## src/slp_defs.svh

```systemverilog
// register offsets, field positions, reset values and timing counts
// assumes inclusion by every sleep/wake-up control source file except the package, which defines its own encodings
`ifndef SLP_DEFS_SVH
`define SLP_DEFS_SVH

// register byte offsets
`define SLP_OFS_CTRL 8'h00
`define SLP_OFS_STATUS 8'h04
`define SLP_OFS_SRC_FLAGS 8'h08
`define SLP_OFS_EVT 8'h0C
`define SLP_OFS_EVT_MASK 8'h10
`define SLP_OFS_WDT_COUNT 8'h14

// control register fields
`define SLP_CTRL_WDT_EN 0
`define SLP_CTRL_OSC_LO 1
`define SLP_CTRL_OSC_HI 2
`define SLP_CTRL_GIE 3
`define SLP_CTRL_EXT_EN 4
`define SLP_CTRL_PORT_EN 5
`define SLP_CTRL_CMP_EN 6
`define SLP_CTRL_EXT_RISE 7
`define SLP_CTRL_W 8
`define SLP_CTRL_RST 8'h81

// status register fields
`define SLP_STAT_TIMEOUT 0
`define SLP_STAT_PWRDN 1
`define SLP_STAT_ASLEEP 2
`define SLP_STAT_OST 3

// interrupt source flags: ext edge, port change, comparator
`define SLP_SRC_W 3
`define SLP_SRC_EXT 0
`define SLP_SRC_PORT 1
`define SLP_SRC_CMP 2

// event status: sleep entered, woken, watchdog time-out
`define SLP_EVT_W 3
`define SLP_EVT_SLEEP 0
`define SLP_EVT_WAKE 1
`define SLP_EVT_WDT 2

// widths
`define SLP_IO_W 13
`define SLP_PC_W 11
`define SLP_WDT_W 22

// timing
`define SLP_CLK_PERIOD_NS 8
`define SLP_WDT_TIMEOUT_US 18000
`define SLP_WDT_CYCLES ((`SLP_WDT_TIMEOUT_US * 1000) / `SLP_CLK_PERIOD_NS)
`define SLP_OST_TOSC 1024
`define SLP_OST_CYCLES (`SLP_OST_TOSC * 1)
`define SLP_OST_W 11

`endif

```

## src/slp_pkg.sv

```systemverilog
// types shared by the sleep/wake-up control block
// defines its own encodings; takes no constants from slp_defs.svh
package slp_pkg;

    // sequencer states, one-hot
    typedef enum logic [3:0] {
        SLP_ST_RUN = 4'b0001,
        SLP_ST_SLEEP = 4'b0010,
        SLP_ST_OST = 4'b0100,
        SLP_ST_RESUME = 4'b1000
    } slp_state_t;

    // oscillator modes
    typedef enum logic [1:0] {
        SLP_OSC_LP = 2'h0,
        SLP_OSC_XT = 2'h1,
        SLP_OSC_HS = 2'h2,
        SLP_OSC_RC = 2'h3
    } slp_osc_mode_t;

endpackage : slp_pkg

```

## src/slp_ctrl.sv

```systemverilog
// sleep and wake-up sequencer with apb registers and interrupt
// assumes i_core_clk is the always-on oscillator; core clock gated outside
//
// The APB interface to the registers and the placing of the registers were left to the implementer.
`timescale 1ns/100ps
`include "slp_defs.svh"

// Notes on behaviour
// - only sleep instruction enters low power
// - sleep entry clears watchdog, sets timeout flag, clears power-down flag, stops oscillator
// - io pins hold pre-sleep drive state
// - watchdog reset never drives master clear pin
// - wake on clear, watchdog, or enabled irq
// - master clear resets; others continue execution
// - power-down set at power-up; watchdog wake clears timeout
// - prefetch address is pc plus one
// - irq wake needs own enable, ignores gie
// - after irq wake, vector only if gie
// - pending enabled flag wakes right after sleep
// - every wake-up clears the watchdog count
// - crystal modes wait 1024 periods, rc none
// - source flags set regardless of enables
module slp_ctrl #(
    parameter int P_WDT_TIMEOUT_CYCLES = `SLP_WDT_CYCLES
) (
    // clock and reset
    input wire logic i_core_clk,
    input wire logic i_rst,
    // apb slave
    input wire logic i_psel,
    input wire logic i_penable,
    input wire logic i_pwrite,
    input wire logic [7:0] i_paddr,
    input wire logic [31:0] i_pwdata,
    output logic [31:0] o_prdata,
    output logic o_pready,
    output logic o_pslverr,
    // core instruction flow
    input wire logic i_sleep_exec,
    input wire logic i_clrwdt_exec,
    input wire logic [`SLP_PC_W-1:0] i_pc,
    output logic [`SLP_PC_W-1:0] o_prefetch_addr,
    output logic o_core_clk_en,
    output logic o_osc_drv_en,
    output logic o_resume,
    output logic o_vector_req,
    // resets
    input wire logic i_master_clear_pin_n,
    output logic o_master_clear_pin_oe,
    output logic o_dev_reset,
    output logic o_wdt_reset,
    // interrupt sources
    input wire logic i_external_edge_irq_pin,
    input wire logic i_port_change,
    input wire logic i_cmp_change,
    // io drive hold
    input wire logic [`SLP_IO_W-1:0] i_io_out,
    input wire logic [`SLP_IO_W-1:0] i_io_oe,
    output logic [`SLP_IO_W-1:0] o_io_out,
    output logic [`SLP_IO_W-1:0] o_io_oe,
    // status flags and interrupt
    output logic o_timeout_flag,
    output logic o_power_down_flag,
    output logic o_irq
);

    // registers
    slp_pkg::slp_state_t state_reg;
    slp_pkg::slp_state_t state_next;
    logic [`SLP_CTRL_W-1:0] ctrl_reg;
    logic [`SLP_SRC_W-1:0] src_flags_reg;
    logic [`SLP_EVT_W-1:0] evt_reg;
    logic [`SLP_EVT_W-1:0] evt_mask_reg;
    logic timeout_flag_reg;
    logic power_down_flag_reg;
    logic ext_pin_reg;
    logic wake_master_clear_pin_reg;
    logic wake_irq_reg;
    logic [31:0] prdata_reg;
    logic pready_reg;
    logic pslverr_reg;
    logic [`SLP_PC_W-1:0] prefetch_reg;
    logic core_clk_en_reg;
    logic osc_drv_en_reg;
    logic resume_reg;
    logic vector_reg;
    logic dev_reset_reg;
    logic wdt_reset_reg;
    logic master_clear_pin_oe_reg;
    logic [`SLP_IO_W-1:0] io_out_reg;
    logic [`SLP_IO_W-1:0] io_oe_reg;
    logic irq_reg;

    // sub-block wires
    logic [`SLP_WDT_W-1:0] wdt_count;
    logic wdt_timeout;
    logic ost_busy;
    logic ost_done;

    // apb decode
    wire apb_setup = i_psel & ~i_penable;
    wire apb_wr = i_psel & i_penable & pready_reg & i_pwrite;
    wire hit_ctrl = (i_paddr == `SLP_OFS_CTRL);
    wire hit_status = (i_paddr == `SLP_OFS_STATUS);
    wire hit_src = (i_paddr == `SLP_OFS_SRC_FLAGS);
    wire hit_evt = (i_paddr == `SLP_OFS_EVT);
    wire hit_mask = (i_paddr == `SLP_OFS_EVT_MASK);
    wire hit_wdt = (i_paddr == `SLP_OFS_WDT_COUNT);
    wire hit_any = hit_ctrl | hit_status | hit_src | hit_evt | hit_mask |
                   hit_wdt;
    wire [31:0] status_word = {28'h0000000, ost_busy,
                               state_reg == slp_pkg::SLP_ST_SLEEP,
                               power_down_flag_reg, timeout_flag_reg};
    logic [31:0] rd_word;
    always_comb begin
        if (hit_ctrl) begin
            rd_word = {24'h000000, ctrl_reg};
        end else if (hit_status) begin
            rd_word = status_word;
        end else if (hit_src) begin
            rd_word = {29'h00000000, src_flags_reg};
        end else if (hit_evt) begin
            rd_word = {29'h00000000, evt_reg};
        end else if (hit_mask) begin
            rd_word = {29'h00000000, evt_mask_reg};
        end else if (hit_wdt) begin
            rd_word = {10'h000, wdt_count};
        end else begin
            rd_word = 32'h00000000;
        end
    end

    // control fields
    wire wdt_en = ctrl_reg[`SLP_CTRL_WDT_EN];
    wire global_irq_enable = ctrl_reg[`SLP_CTRL_GIE];
    wire ext_rise = ctrl_reg[`SLP_CTRL_EXT_RISE];
    wire is_rc = ctrl_reg[`SLP_CTRL_OSC_HI:`SLP_CTRL_OSC_LO] ==
                 slp_pkg::SLP_OSC_RC;
    wire [`SLP_SRC_W-1:0] src_en = {ctrl_reg[`SLP_CTRL_CMP_EN],
                                    ctrl_reg[`SLP_CTRL_PORT_EN],
                                    ctrl_reg[`SLP_CTRL_EXT_EN]};

    // interrupt source flags
    wire ext_edge = ext_rise ? (i_external_edge_irq_pin & ~ext_pin_reg) :
                               (~i_external_edge_irq_pin & ext_pin_reg);
    wire [`SLP_SRC_W-1:0] src_set = {i_cmp_change, i_port_change, ext_edge};
    wire [`SLP_SRC_W-1:0] src_clr =
        (apb_wr & hit_src) ? i_pwdata[`SLP_SRC_W-1:0] : '0;
    wire [`SLP_SRC_W-1:0] src_flags_next =
        (src_flags_reg & ~src_clr) | src_set;
    wire irq_pending = |(src_flags_reg & src_en);

    // sequencer conditions
    wire asleep = state_reg == slp_pkg::SLP_ST_SLEEP;
    wire master_clear_pin_low = ~i_master_clear_pin_n;
    wire sleep_enter = (state_reg == slp_pkg::SLP_ST_RUN) &
                       i_sleep_exec & ~master_clear_pin_low;
    wire wdt_wake = asleep & wdt_en & wdt_timeout;
    wire irq_wake = asleep & irq_pending;
    wire wake = asleep & (master_clear_pin_low | wdt_wake | irq_wake);
    wire wdt_clear = i_clrwdt_exec | sleep_enter | wake;
    wire ost_start = wake & ~is_rc;

    // state machine
    always_comb begin
        state_next = state_reg;
        case (state_reg)
            slp_pkg::SLP_ST_RUN: begin
                if (sleep_enter) begin
                    state_next = slp_pkg::SLP_ST_SLEEP;
                end
            end
            slp_pkg::SLP_ST_SLEEP: begin
                if (wake && is_rc) begin
                    state_next = slp_pkg::SLP_ST_RESUME;
                end else if (wake) begin
                    state_next = slp_pkg::SLP_ST_OST;
                end
            end
            slp_pkg::SLP_ST_OST: begin
                if (ost_done) begin
                    state_next = slp_pkg::SLP_ST_RESUME;
                end
            end
            slp_pkg::SLP_ST_RESUME: begin
                state_next = slp_pkg::SLP_ST_RUN;
            end
            default: begin
                state_next = slp_pkg::SLP_ST_RUN;
            end
        endcase
    end

    // status flags
    wire timeout_flag_next =
        (wdt_en & wdt_timeout) ? 1'b0 :
        (sleep_enter | i_clrwdt_exec) ? 1'b1 : timeout_flag_reg;
    wire power_down_flag_next =
        sleep_enter ? 1'b0 :
        i_clrwdt_exec ? 1'b1 : power_down_flag_reg;

    // event status
    wire [`SLP_EVT_W-1:0] evt_set = {wdt_en & wdt_timeout, wake, sleep_enter};
    wire [`SLP_EVT_W-1:0] evt_clr =
        (apb_wr & hit_evt) ? i_pwdata[`SLP_EVT_W-1:0] : '0;
    wire [`SLP_EVT_W-1:0] evt_next = (evt_reg & ~evt_clr) | evt_set;

    // output next values
    wire resume_start = state_reg == slp_pkg::SLP_ST_RESUME;
    wire resume_next = resume_start & ~wake_master_clear_pin_reg;
    wire vector_next = resume_next & wake_irq_reg & global_irq_enable;
    wire clk_en_next = (state_next == slp_pkg::SLP_ST_RUN) |
                       (state_next == slp_pkg::SLP_ST_RESUME);
    wire osc_next = state_next != slp_pkg::SLP_ST_SLEEP;
    wire wdt_reset_next = ~asleep & wdt_en & wdt_timeout;
    wire hold_io = state_reg != slp_pkg::SLP_ST_RUN;

    // apb slave
    always_ff @(posedge i_core_clk or posedge i_rst) begin
        if (i_rst) begin
            prdata_reg <= 32'h00000000;
            pready_reg <= 1'b0;
            pslverr_reg <= 1'b0;
        end else begin
            prdata_reg <= apb_setup ? rd_word : prdata_reg;
            pready_reg <= apb_setup;
            pslverr_reg <= apb_setup & ~hit_any;
        end
    end

    // software registers
    always_ff @(posedge i_core_clk or posedge i_rst) begin
        if (i_rst) begin
            ctrl_reg <= `SLP_CTRL_RST;
            evt_mask_reg <= '0;
            evt_reg <= '0;
            src_flags_reg <= '0;
            ext_pin_reg <= 1'b0;
        end else begin
            if (apb_wr && hit_ctrl) begin
                ctrl_reg <= i_pwdata[`SLP_CTRL_W-1:0];
            end
            if (apb_wr && hit_mask) begin
                evt_mask_reg <= i_pwdata[`SLP_EVT_W-1:0];
            end
            evt_reg <= evt_next;
            src_flags_reg <= src_flags_next;
            ext_pin_reg <= i_external_edge_irq_pin;
        end
    end

    // sequencer and flags, on the always-on clock
    always_ff @(posedge i_core_clk or posedge i_rst) begin
        if (i_rst) begin
            state_reg <= slp_pkg::SLP_ST_RUN;
            timeout_flag_reg <= 1'b1;
            power_down_flag_reg <= 1'b1;
            wake_master_clear_pin_reg <= 1'b0;
            wake_irq_reg <= 1'b0;
        end else begin
            state_reg <= state_next;
            timeout_flag_reg <= timeout_flag_next;
            power_down_flag_reg <= power_down_flag_next;
            if (wake) begin
                wake_master_clear_pin_reg <= master_clear_pin_low;
                wake_irq_reg <= irq_wake & ~master_clear_pin_low & ~wdt_wake;
            end
        end
    end

    // core-facing outputs
    always_ff @(posedge i_core_clk or posedge i_rst) begin
        if (i_rst) begin
            prefetch_reg <= '0;
            core_clk_en_reg <= 1'b1;
            osc_drv_en_reg <= 1'b1;
            resume_reg <= 1'b0;
            vector_reg <= 1'b0;
            dev_reset_reg <= 1'b0;
            wdt_reset_reg <= 1'b0;
            master_clear_pin_oe_reg <= 1'b0;
        end else begin
            if (sleep_enter) begin
                prefetch_reg <= i_pc + 1'b1;
            end
            core_clk_en_reg <= clk_en_next;
            osc_drv_en_reg <= osc_next;
            resume_reg <= resume_next;
            vector_reg <= vector_next;
            dev_reset_reg <= master_clear_pin_low;
            wdt_reset_reg <= wdt_reset_next;
            master_clear_pin_oe_reg <= 1'b0;
        end
    end

    // io hold and interrupt output
    always_ff @(posedge i_core_clk or posedge i_rst) begin
        if (i_rst) begin
            io_out_reg <= '0;
            io_oe_reg <= '0;
            irq_reg <= 1'b0;
        end else begin
            if (!hold_io) begin
                io_out_reg <= i_io_out;
                io_oe_reg <= i_io_oe;
            end
            irq_reg <= |(evt_next & evt_mask_reg);
        end
    end

    // watchdog
    slp_wdt #(
        .P_TIMEOUT_CYCLES(P_WDT_TIMEOUT_CYCLES)
    ) u_wdt (
        .i_core_clk(i_core_clk),
        .i_rst(i_rst),
        .i_enable(wdt_en),
        .i_clear(wdt_clear),
        .o_count(wdt_count),
        .o_timeout(wdt_timeout)
    );

    // oscillator start-up delay
    slp_ost u_ost (
        .i_core_clk(i_core_clk),
        .i_rst(i_rst),
        .i_start(ost_start),
        .o_busy(ost_busy),
        .o_done(ost_done)
    );

    assign o_prdata = prdata_reg;
    assign o_pready = pready_reg;
    assign o_pslverr = pslverr_reg;
    assign o_prefetch_addr = prefetch_reg;
    assign o_core_clk_en = core_clk_en_reg;
    assign o_osc_drv_en = osc_drv_en_reg;
    assign o_resume = resume_reg;
    assign o_vector_req = vector_reg;
    assign o_master_clear_pin_oe = master_clear_pin_oe_reg;
    assign o_dev_reset = dev_reset_reg;
    assign o_wdt_reset = wdt_reset_reg;
    assign o_io_out = io_out_reg;
    assign o_io_oe = io_oe_reg;
    assign o_timeout_flag = timeout_flag_reg;
    assign o_power_down_flag = power_down_flag_reg;
    assign o_irq = irq_reg;

endmodule : slp_ctrl

```

## src/slp_wdt.sv

```systemverilog
// watchdog counter running on the always-on oscillator clock
// assumes the clock keeps running while the core clock is gated
`timescale 1ns/100ps
`include "slp_defs.svh"

module slp_wdt #(
    parameter int P_TIMEOUT_CYCLES = `SLP_WDT_CYCLES
) (
    // clock and reset
    input wire logic i_core_clk,
    input wire logic i_rst,
    // control
    input wire logic i_enable,
    input wire logic i_clear,
    // status
    output logic [`SLP_WDT_W-1:0] o_count,
    output logic o_timeout
);

    localparam logic [`SLP_WDT_W-1:0] LAST =
        `SLP_WDT_W'(P_TIMEOUT_CYCLES - 1);

    logic [`SLP_WDT_W-1:0] count_reg;
    logic timeout_reg;
    wire at_last = i_enable & ~i_clear & (count_reg == LAST);
    wire [`SLP_WDT_W-1:0] count_next =
        (i_clear | ~i_enable | at_last) ? '0 : count_reg + 1'b1;

    always_ff @(posedge i_core_clk or posedge i_rst) begin
        if (i_rst) begin
            count_reg <= '0;
            timeout_reg <= 1'b0;
        end else begin
            count_reg <= count_next;
            timeout_reg <= at_last;
        end
    end

    assign o_count = count_reg;
    assign o_timeout = timeout_reg;

endmodule : slp_wdt

```

## src/slp_ost.sv

```systemverilog
// oscillator start-up delay counter
// assumes one clock cycle per oscillator period
`timescale 1ns/100ps
`include "slp_defs.svh"

module slp_ost (
    // clock and reset
    input wire logic i_core_clk,
    input wire logic i_rst,
    // control
    input wire logic i_start,
    // status
    output logic o_busy,
    output logic o_done
);

    localparam logic [`SLP_OST_W-1:0] LAST =
        `SLP_OST_W'(`SLP_OST_CYCLES - 1);

    logic [`SLP_OST_W-1:0] count_reg;
    logic busy_reg;
    logic done_reg;
    wire finish = busy_reg & (count_reg == LAST);

    always_ff @(posedge i_core_clk or posedge i_rst) begin
        if (i_rst) begin
            count_reg <= '0;
            busy_reg <= 1'b0;
            done_reg <= 1'b0;
        end else begin
            count_reg <= (i_start | finish) ? '0 :
                         busy_reg ? count_reg + 1'b1 : count_reg;
            busy_reg <= i_start | (busy_reg & ~finish);
            done_reg <= finish;
        end
    end

    assign o_busy = busy_reg;
    assign o_done = done_reg;

endmodule : slp_ost

```

## config.mk

```make
export PLATFORM = sky130hd
export DESIGN_NAME = slp_ctrl
export DESIGN_NICKNAME = d
export VERILOG_FILES = /design/src/slp_pkg.sv /design/src/slp_ctrl.sv /design/src/slp_wdt.sv /design/src/slp_ost.sv
export VERILOG_INCLUDE_DIRS = /design/src /design/src/src
export SDC_FILE = /design/constraint.sdc
export NUM_CORES = 1
export LEC_CHECK = 0
export BUFFER_PORTS_ARGS = -buffer_cell sky130_fd_sc_hd__buf_2
export CAP_MARGIN = 20
export CORE_MARGIN = 2
export CORE_UTILIZATION = 45
export CTS_CLUSTER_DIAMETER = 50
export DETAILED_ROUTE_END_ITERATION = 7
export PLACE_DENSITY = 0.71
export SYNTH_ARGS = -nofsm -noshare
export SYNTH_HDL_FRONTEND = slang
export SYNTH_SLANG_ARGS = --single-unit
```

## constraint.sdc

```tcl
create_clock -name i_core_clk -period 4.3 [get_ports i_core_clk]
set_input_delay 0.215 -clock i_core_clk [delete_from_list [all_inputs] [get_ports i_core_clk]]
set_output_delay 0.215 -clock i_core_clk [all_outputs]
set_load 0.005 [all_outputs]
```

# Word level (Yosys, flattened, before mapping)
# Index checks and enable logic that the tools add are counted.
[word_totals]
ff_bits = 140
wordCells = 139
[op_classes]
addsub = 3
eq_ne = 16
n_mux = 21
bitwise_logic = 62
reduce_logical = 9
[op_table]
columns = ["op", "count"]
rows = [
  ["$mux W22", 6],
  ["$mux W32", 1],
  ["$and A1 B1 Y1", 28],
  ["$add A11 B1 Y11 const B", 2],
  ["$add A22 B1 Y22 const B", 1],
  ["$eq A22 B22 Y1 const B", 1],
  ["$mux W11", 2],
  ["$eq A8 B4 Y1 const B", 2],
  ["$eq A8 B5 Y1 const B", 2],
  ["$mux W4", 4],
  ["$or A1 B1 Y1", 14],
  ["$and A3 B3 Y3", 4],
  ["$not A1 Y1", 12],
  ["$pmux W4 S3", 1],
  ["$eq A11 B10 Y1 const B", 1],
  ["$eq A4 B1 Y1 const B", 2],
  ["$eq A4 B4 Y1 const B", 2],
  ["$eq A8 B3 Y1 const B", 1],
  ["$logic_not A8 Y1", 1],
  ["$mux W3", 2],
  ["$not A3 Y3", 2],
  ["$or A3 B3 Y3", 2],
  ["$reduce_bool A2 Y1", 3],
  ["$reduce_or A3 Y1", 2],
  ["7 further kinds", 13],
]

# Logic depth before layout (Yosys ltp)
[logic_depth]
depth_word = 12
mapped_depth = 7
mapped_depth_nobuf = 6

# Cells and area by module
# Synthesis repeated with hierarchy kept, for this count alone.
[unflattened]
cells_unflattened = 531
hier_area_um2 = 5945.7
[modules_own_cells]
columns = ["module", "n_inst", "cells_each", "area_each_um2"]
rows = [
  ["slp_ctrl", 1, 344, 4144.0],
  ["slp_wdt", 1, 120, 1149.9],
  ["slp_ost", 1, 67, 651.9],
]

# Worst setup path after synthesis
# No wires, ideal clock.
[synth_path]
path_kind = "input port to flip-flop"
startpoint = "in i_paddr[0]"
endpoint = "reg evt_mask_reg[0]"
t_arrival_ns = 1.944
path_slack_ns = 2.231
stages = 5
cell_sequence = "or4_1 -> or2_1 -> buf_6 -> or4_4 -> mux2_4"
[synth_via]
elab_chain_cells = 2
[synth_rtl]
columns = ["element", "line_no", "source"]
rows = [
  ["start: declaration", "slp_ctrl.sv:33", "input wire logic [7:0] i_paddr,"],
  ["$eq A8 B5 Y1 (no line)", "n/a", ""],
  ["$logic_and A1 B1 Y1", "slp_ctrl.sv:243", "if (apb_wr && hit_mask) begin"],
  ["end signal: assignment", "slp_ctrl.sv:244", "evt_mask_reg <= i_pwdata[`SLP_EVT_W-1:0];"],
  ["end: declaration", "slp_ctrl.sv:73", "logic [`SLP_EVT_W-1:0] evt_mask_reg;"],
]
# No other way between the ends.
# A chain may end at the register's enable or synchronous reset.

# Worst setup path in the final report
[layout_path]
startpoint = "reg src_flags_reg[0]"
endpoint = "reg u_wdt.count_reg[8] (netlist: u_wdt.o_count[8])"
[layout_via]
elab_chain_cells = 11
[layout_rtl]
columns = ["element", "line_no", "source"]
rows = [
  ["start: declaration", "slp_ctrl.sv:71", "logic [`SLP_SRC_W-1:0] src_flags_reg;"],
  ["start signal: assignment", "slp_ctrl.sv:247", "src_flags_reg <= src_flags_next;"],
  ["$and A3 B3 Y3 (*)", "slp_ctrl.sv:151", "wire irq_pending = |(src_flags_reg & src_en);"],
  ["$reduce_or A3 Y1 (*)", "slp_ctrl.sv:151", ""],
  ["$and A1 B1 Y1 (*)", "slp_ctrl.sv:159", "wire irq_wake = asleep & irq_pending;"],
  ["$or A1 B1 Y1 (*)", "slp_ctrl.sv:160", "wire wake = asleep & (master_clear_pin_low | wdt_wake | irq_wake);"],
  ["$and A1 B1 Y1 (*)", "slp_ctrl.sv:160", ""],
  ["$or A1 B1 Y1 (*)", "slp_ctrl.sv:161", "wire wdt_clear = i_clrwdt_exec | sleep_enter | wake;"],
  ["$not A1 Y1", "slp_wdt.sv:25", "wire at_last = i_enable & ~i_clear & (count_reg == LAST);"],
  ["$and A1 B1 Y1 (2 in series)", "slp_wdt.sv:25", ""],
  ["$or A1 B1 Y1 (*)", "slp_wdt.sv:27", "(i_clear | ~i_enable | at_last) ? '0 : count_reg + 1'b1;"],
  ["$mux W22 (*)", "slp_wdt.sv:27", ""],
  ["named net u_wdt.count_next[8]", "slp_wdt.sv:26", "wire [`SLP_WDT_W-1:0] count_next ="],
  ["end signal: assignment", "slp_wdt.sv:34", "count_reg <= count_next;"],
  ["end: declaration", "slp_wdt.sv:23", "logic [`SLP_WDT_W-1:0] count_reg;"],
]
# The timed path passes the listed nets; every way through them passes the cells marked *.

==> metrics.md <==
| Metric | Value |
|---|---|
| Comb power frac | 0.132 |
| Top FF cell, synth | dfrtp_1 |
| IO Pins | 169 |
| Sw Ratio | 0.244 |
| Drt via density | 5.16 |
| Post-synth EDFFs | 0 |
| TritonCTS clock tree | done |
| Wire length of the first global-routing pass | 20300 um |
| Fin nets | ~740 |
| Clock network fraction of total power | 0.450 |
| Most frequent cells in the layout | buf_2 (133), dfrtp_1 (123), nor2_1 (76), mux2_2 (36), nand2_1 (26) |
| Share of layout cells above drive strength 1 | 0.342 |
| Floorplan core area | 12500 um2 |
| CP Max Fanout | 22 |
| Htree depth | 4 |
| Max Clock Freq | 364 MHz |
| Status | finished clean |
| Clock skew | a little over 0.006 ns |
| Max Root-Sink Buffers | 2 |
| Initial antenna violation count | 0 |
| Die area | 13600 um2 |
| Vias in the first global route | 4182 |
| Avg Cell Area, Syn | roughly 11 um2 |
| Initial Util | 0.457 |
| Diodes inserted | 0 |
| Power density over the cells | 486 nW/um2 |
| Sequential share of the synthesized area | 0.570 |
| Peak supply drop | between 0.2 and 0.3 mV |
| Final setup vio count | 0 |
| Pre-CTS WS | ~1.6 ns |
| Final min period | 2.75 ns |
| Final hold vios | 0 |
| Tcrit/Tclk final | 0.639 |
| Critical path arrival | around 3.1 ns |
| Min-delay src | i_pc[0] |
| Crit. Startpoint | src_flags_reg[0] |
| GRT Util Overall | 0.193 |
| Drt total wl | 12600 um |
| Post-route setup slack | 1.55 ns |
| Die X | 117 um |
| Non-Filler Instances | 829 |
| Internal power | 2.66 mW |
| Dpl hpwl | roughly 9000 um |
| Root Buffer | clkbuf_16 |
| Vias | 4278 |
| FP Rows | ~40 |
| Post-synth ARST share | 1.00 |
| Register bit total from synthesis | 130 |
| Req. time, crit path | ~4.6 ns |
| Largest net degree at the start of global routing | 60 |
| HP Class | in -> reg |
| CTS sink count | 130 |
| Commonest non-fill, non-tap cell in the layout | buf_2 |
| Hold_buf cts | 4 |
| Sw power | 0.857 mW |
| WL per Instance | 15.2 um |
| Critical path endpoint category | flop |
| Grt total ovfl | 0 |
| Area of the mapped netlist | between 5000 and 6000 um2 |
| Leakage | around 3.4 nW |
| Die outline height | 117 um |
| Yosys warning total | 0 |
| Worst r2r src | src_flags_reg[0] |
| Distinct cells, synth | 54 |
| Synth Instances | ~500 |
| Setup CP Type | reg -> reg |
| Worst-margin pin slew | around 0.86 ns |
| CP Launch Type | flop |
| RSZ-0062 raised after global routing | no |
| Pins Over Slew Limit | 0 |
| Relative slew margins | 0.416 |
| Resized cells post-CTS | 0 |
| Iteration-0 DRC Markers | around 250 |
| Post-Place Cells | 792 |
| Reg clk slew, reported paths | 0.05 ns |
| Layout Area Growth over Synthesis | 26.4% |
| TritonRoute pass-1 iters | 4 |
| Register share of total power | 0.417 |
| ANT nets after route | 0 |
| DRC Markers | 0 |
| IO buf count | 133 |
| Clock insertion delay at the later pin of the skew report | 0.42 ns |
| Filler cells | ~1100 |
| Max cap viols | 0 |
| Num CTS Buffers | 17 |
| RePlAce Congestion | 0.878 |
| Total negative slack | 0 ns |
| # Post-CTS Setup Buffers | 0 |
per-stage QoR:
step	cell area (um2)	total power, mW	hold WS (ns)	util
5_1_grt	7230	3.68	0.0129	0.578
3_3_place_gp	6520	1.92	0.351	0.521
2_1_floorplan	5760	1.76	0.246	-
4_1_cts	7220	3.54	0.00739	0.577
3_5_place_dp	6520	1.95	0.357	0.521
6_report	7230	3.51	0.0168	0.578
synth_stat cells, drive strengths merged, types with 2 or more instances:
library cell / instances / area share
nand2: 26 / 0.017
xnor2: 14 / 0.021
and2: 3 / 0.0033
a22o: 14 / 0.021
and3: 12 / 0.013
nand3: 18 / 0.016
dfrtp: 123 / 0.54
ha: 3 / 0.0066
o22ai: 4 / 0.0044
nor3: 4 / 0.0035
a22oi: 4 / 0.0052
or2: 2 / 0.0022
buf: 18 / 0.021
nand2b: 6 / 0.0066
nor3b: 2 / 0.0026
dfstp: 7 / 0.032
o211ai: 3 / 0.0039
o21ai: 5 / 0.0044
clkbuf: 11 / 0.0072
a221oi: 4 / 0.0061
or4: 2 / 0.0033
a21oi: 18 / 0.016
nand4: 13 / 0.014
o31ai: 2 / 0.0026
nor2: 76 / 0.050
mux2i: 4 / 0.0070
a31oi: 2 / 0.0022
mux2: 39 / 0.079
nor4b: 6 / 0.013
inv: 10 / 0.0066
a21o: 6 / 0.0079
nor4: 6 / 0.010
xor2: 23 / 0.035
or4b: 2 / 0.0035
power by group through the flow:
| stage | logic [mW] | clock network [mW] | registers, mW |
|---|---|---|---|
| 6_report | 0.465 | 1.58 | 1.47 |
| 5_1_grt | 0.528 | 1.66 | 1.49 |
| 4_1_cts | 0.472 | 1.60 | 1.47 |
| 3_5_place_dp | 0.465 | 0 | 1.49 |
| 3_3_place_gp | 0.444 | 0 | 1.48 |
| 2_1_floorplan | 0.279 | 0 | 1.48 |
area by class of cell:
type,count,area (um2),share of cell area
flip-flops and latches,130,3260,0.451
inverters,11,43.8,0.00605
repair buffers,142,751,0.104
clock inverters,13,208,0.0287
multi-input cells,342,2300,0.318
clock buffers,19,453,0.0626
well taps,172,215,0.0297
cells by family (layout without fill, tap and decap cells):
group / Yosys count / count (layout) / synth area share
mux: 43 / 43 / 0.0857
xor+xnor: 37 / 37 / 0.0566
fa+ha+maj: 3 / 3 / 0.00656
buf+inv: 40 / 185 / 0.0356
other cells: 1 / 11 / 0.000655
flops: 130 / 130 / 0.570
simple gates: 180 / 180 / 0.161
compound gates: 68 / 68 / 0.0840
routing by layer:
layer | wire [um] | track usage | up-vias
li1 | - | - | 2042
met1 | 5500 | 0.248 | 2087
met2 | 6120 | 0.312 | 133
met3 | 782 | 0.0612 | 16
met4 | 178 | 0.0667 | 0
met5 | 0 | 0 | -
final timing paths:
path,slack (ns),cells after the start,to
min in group asynchronous,0.50,3,o_prdata[11]
worst max-delay path,1.55,5,u_wdt.o_count[8]
max in group asynchronous,2.78,4,ctrl_reg[7]
worst max register to register,1.55,5,u_wdt.o_count[8]
worst min register to register,0.47,1,state_reg[2]
worst min-delay path,0.02,2,o_prefetch_addr[0]
critical path, cell delays in order (launching register included):
cell      delay, ns
dfrtp_1        0.40
a222oi_1       0.64
a31oi_1        0.37
nor4b_1        0.44
nand2b_1       0.54
nor2_1         0.26
Note: power is estimated with default switching activity, not from simulation.
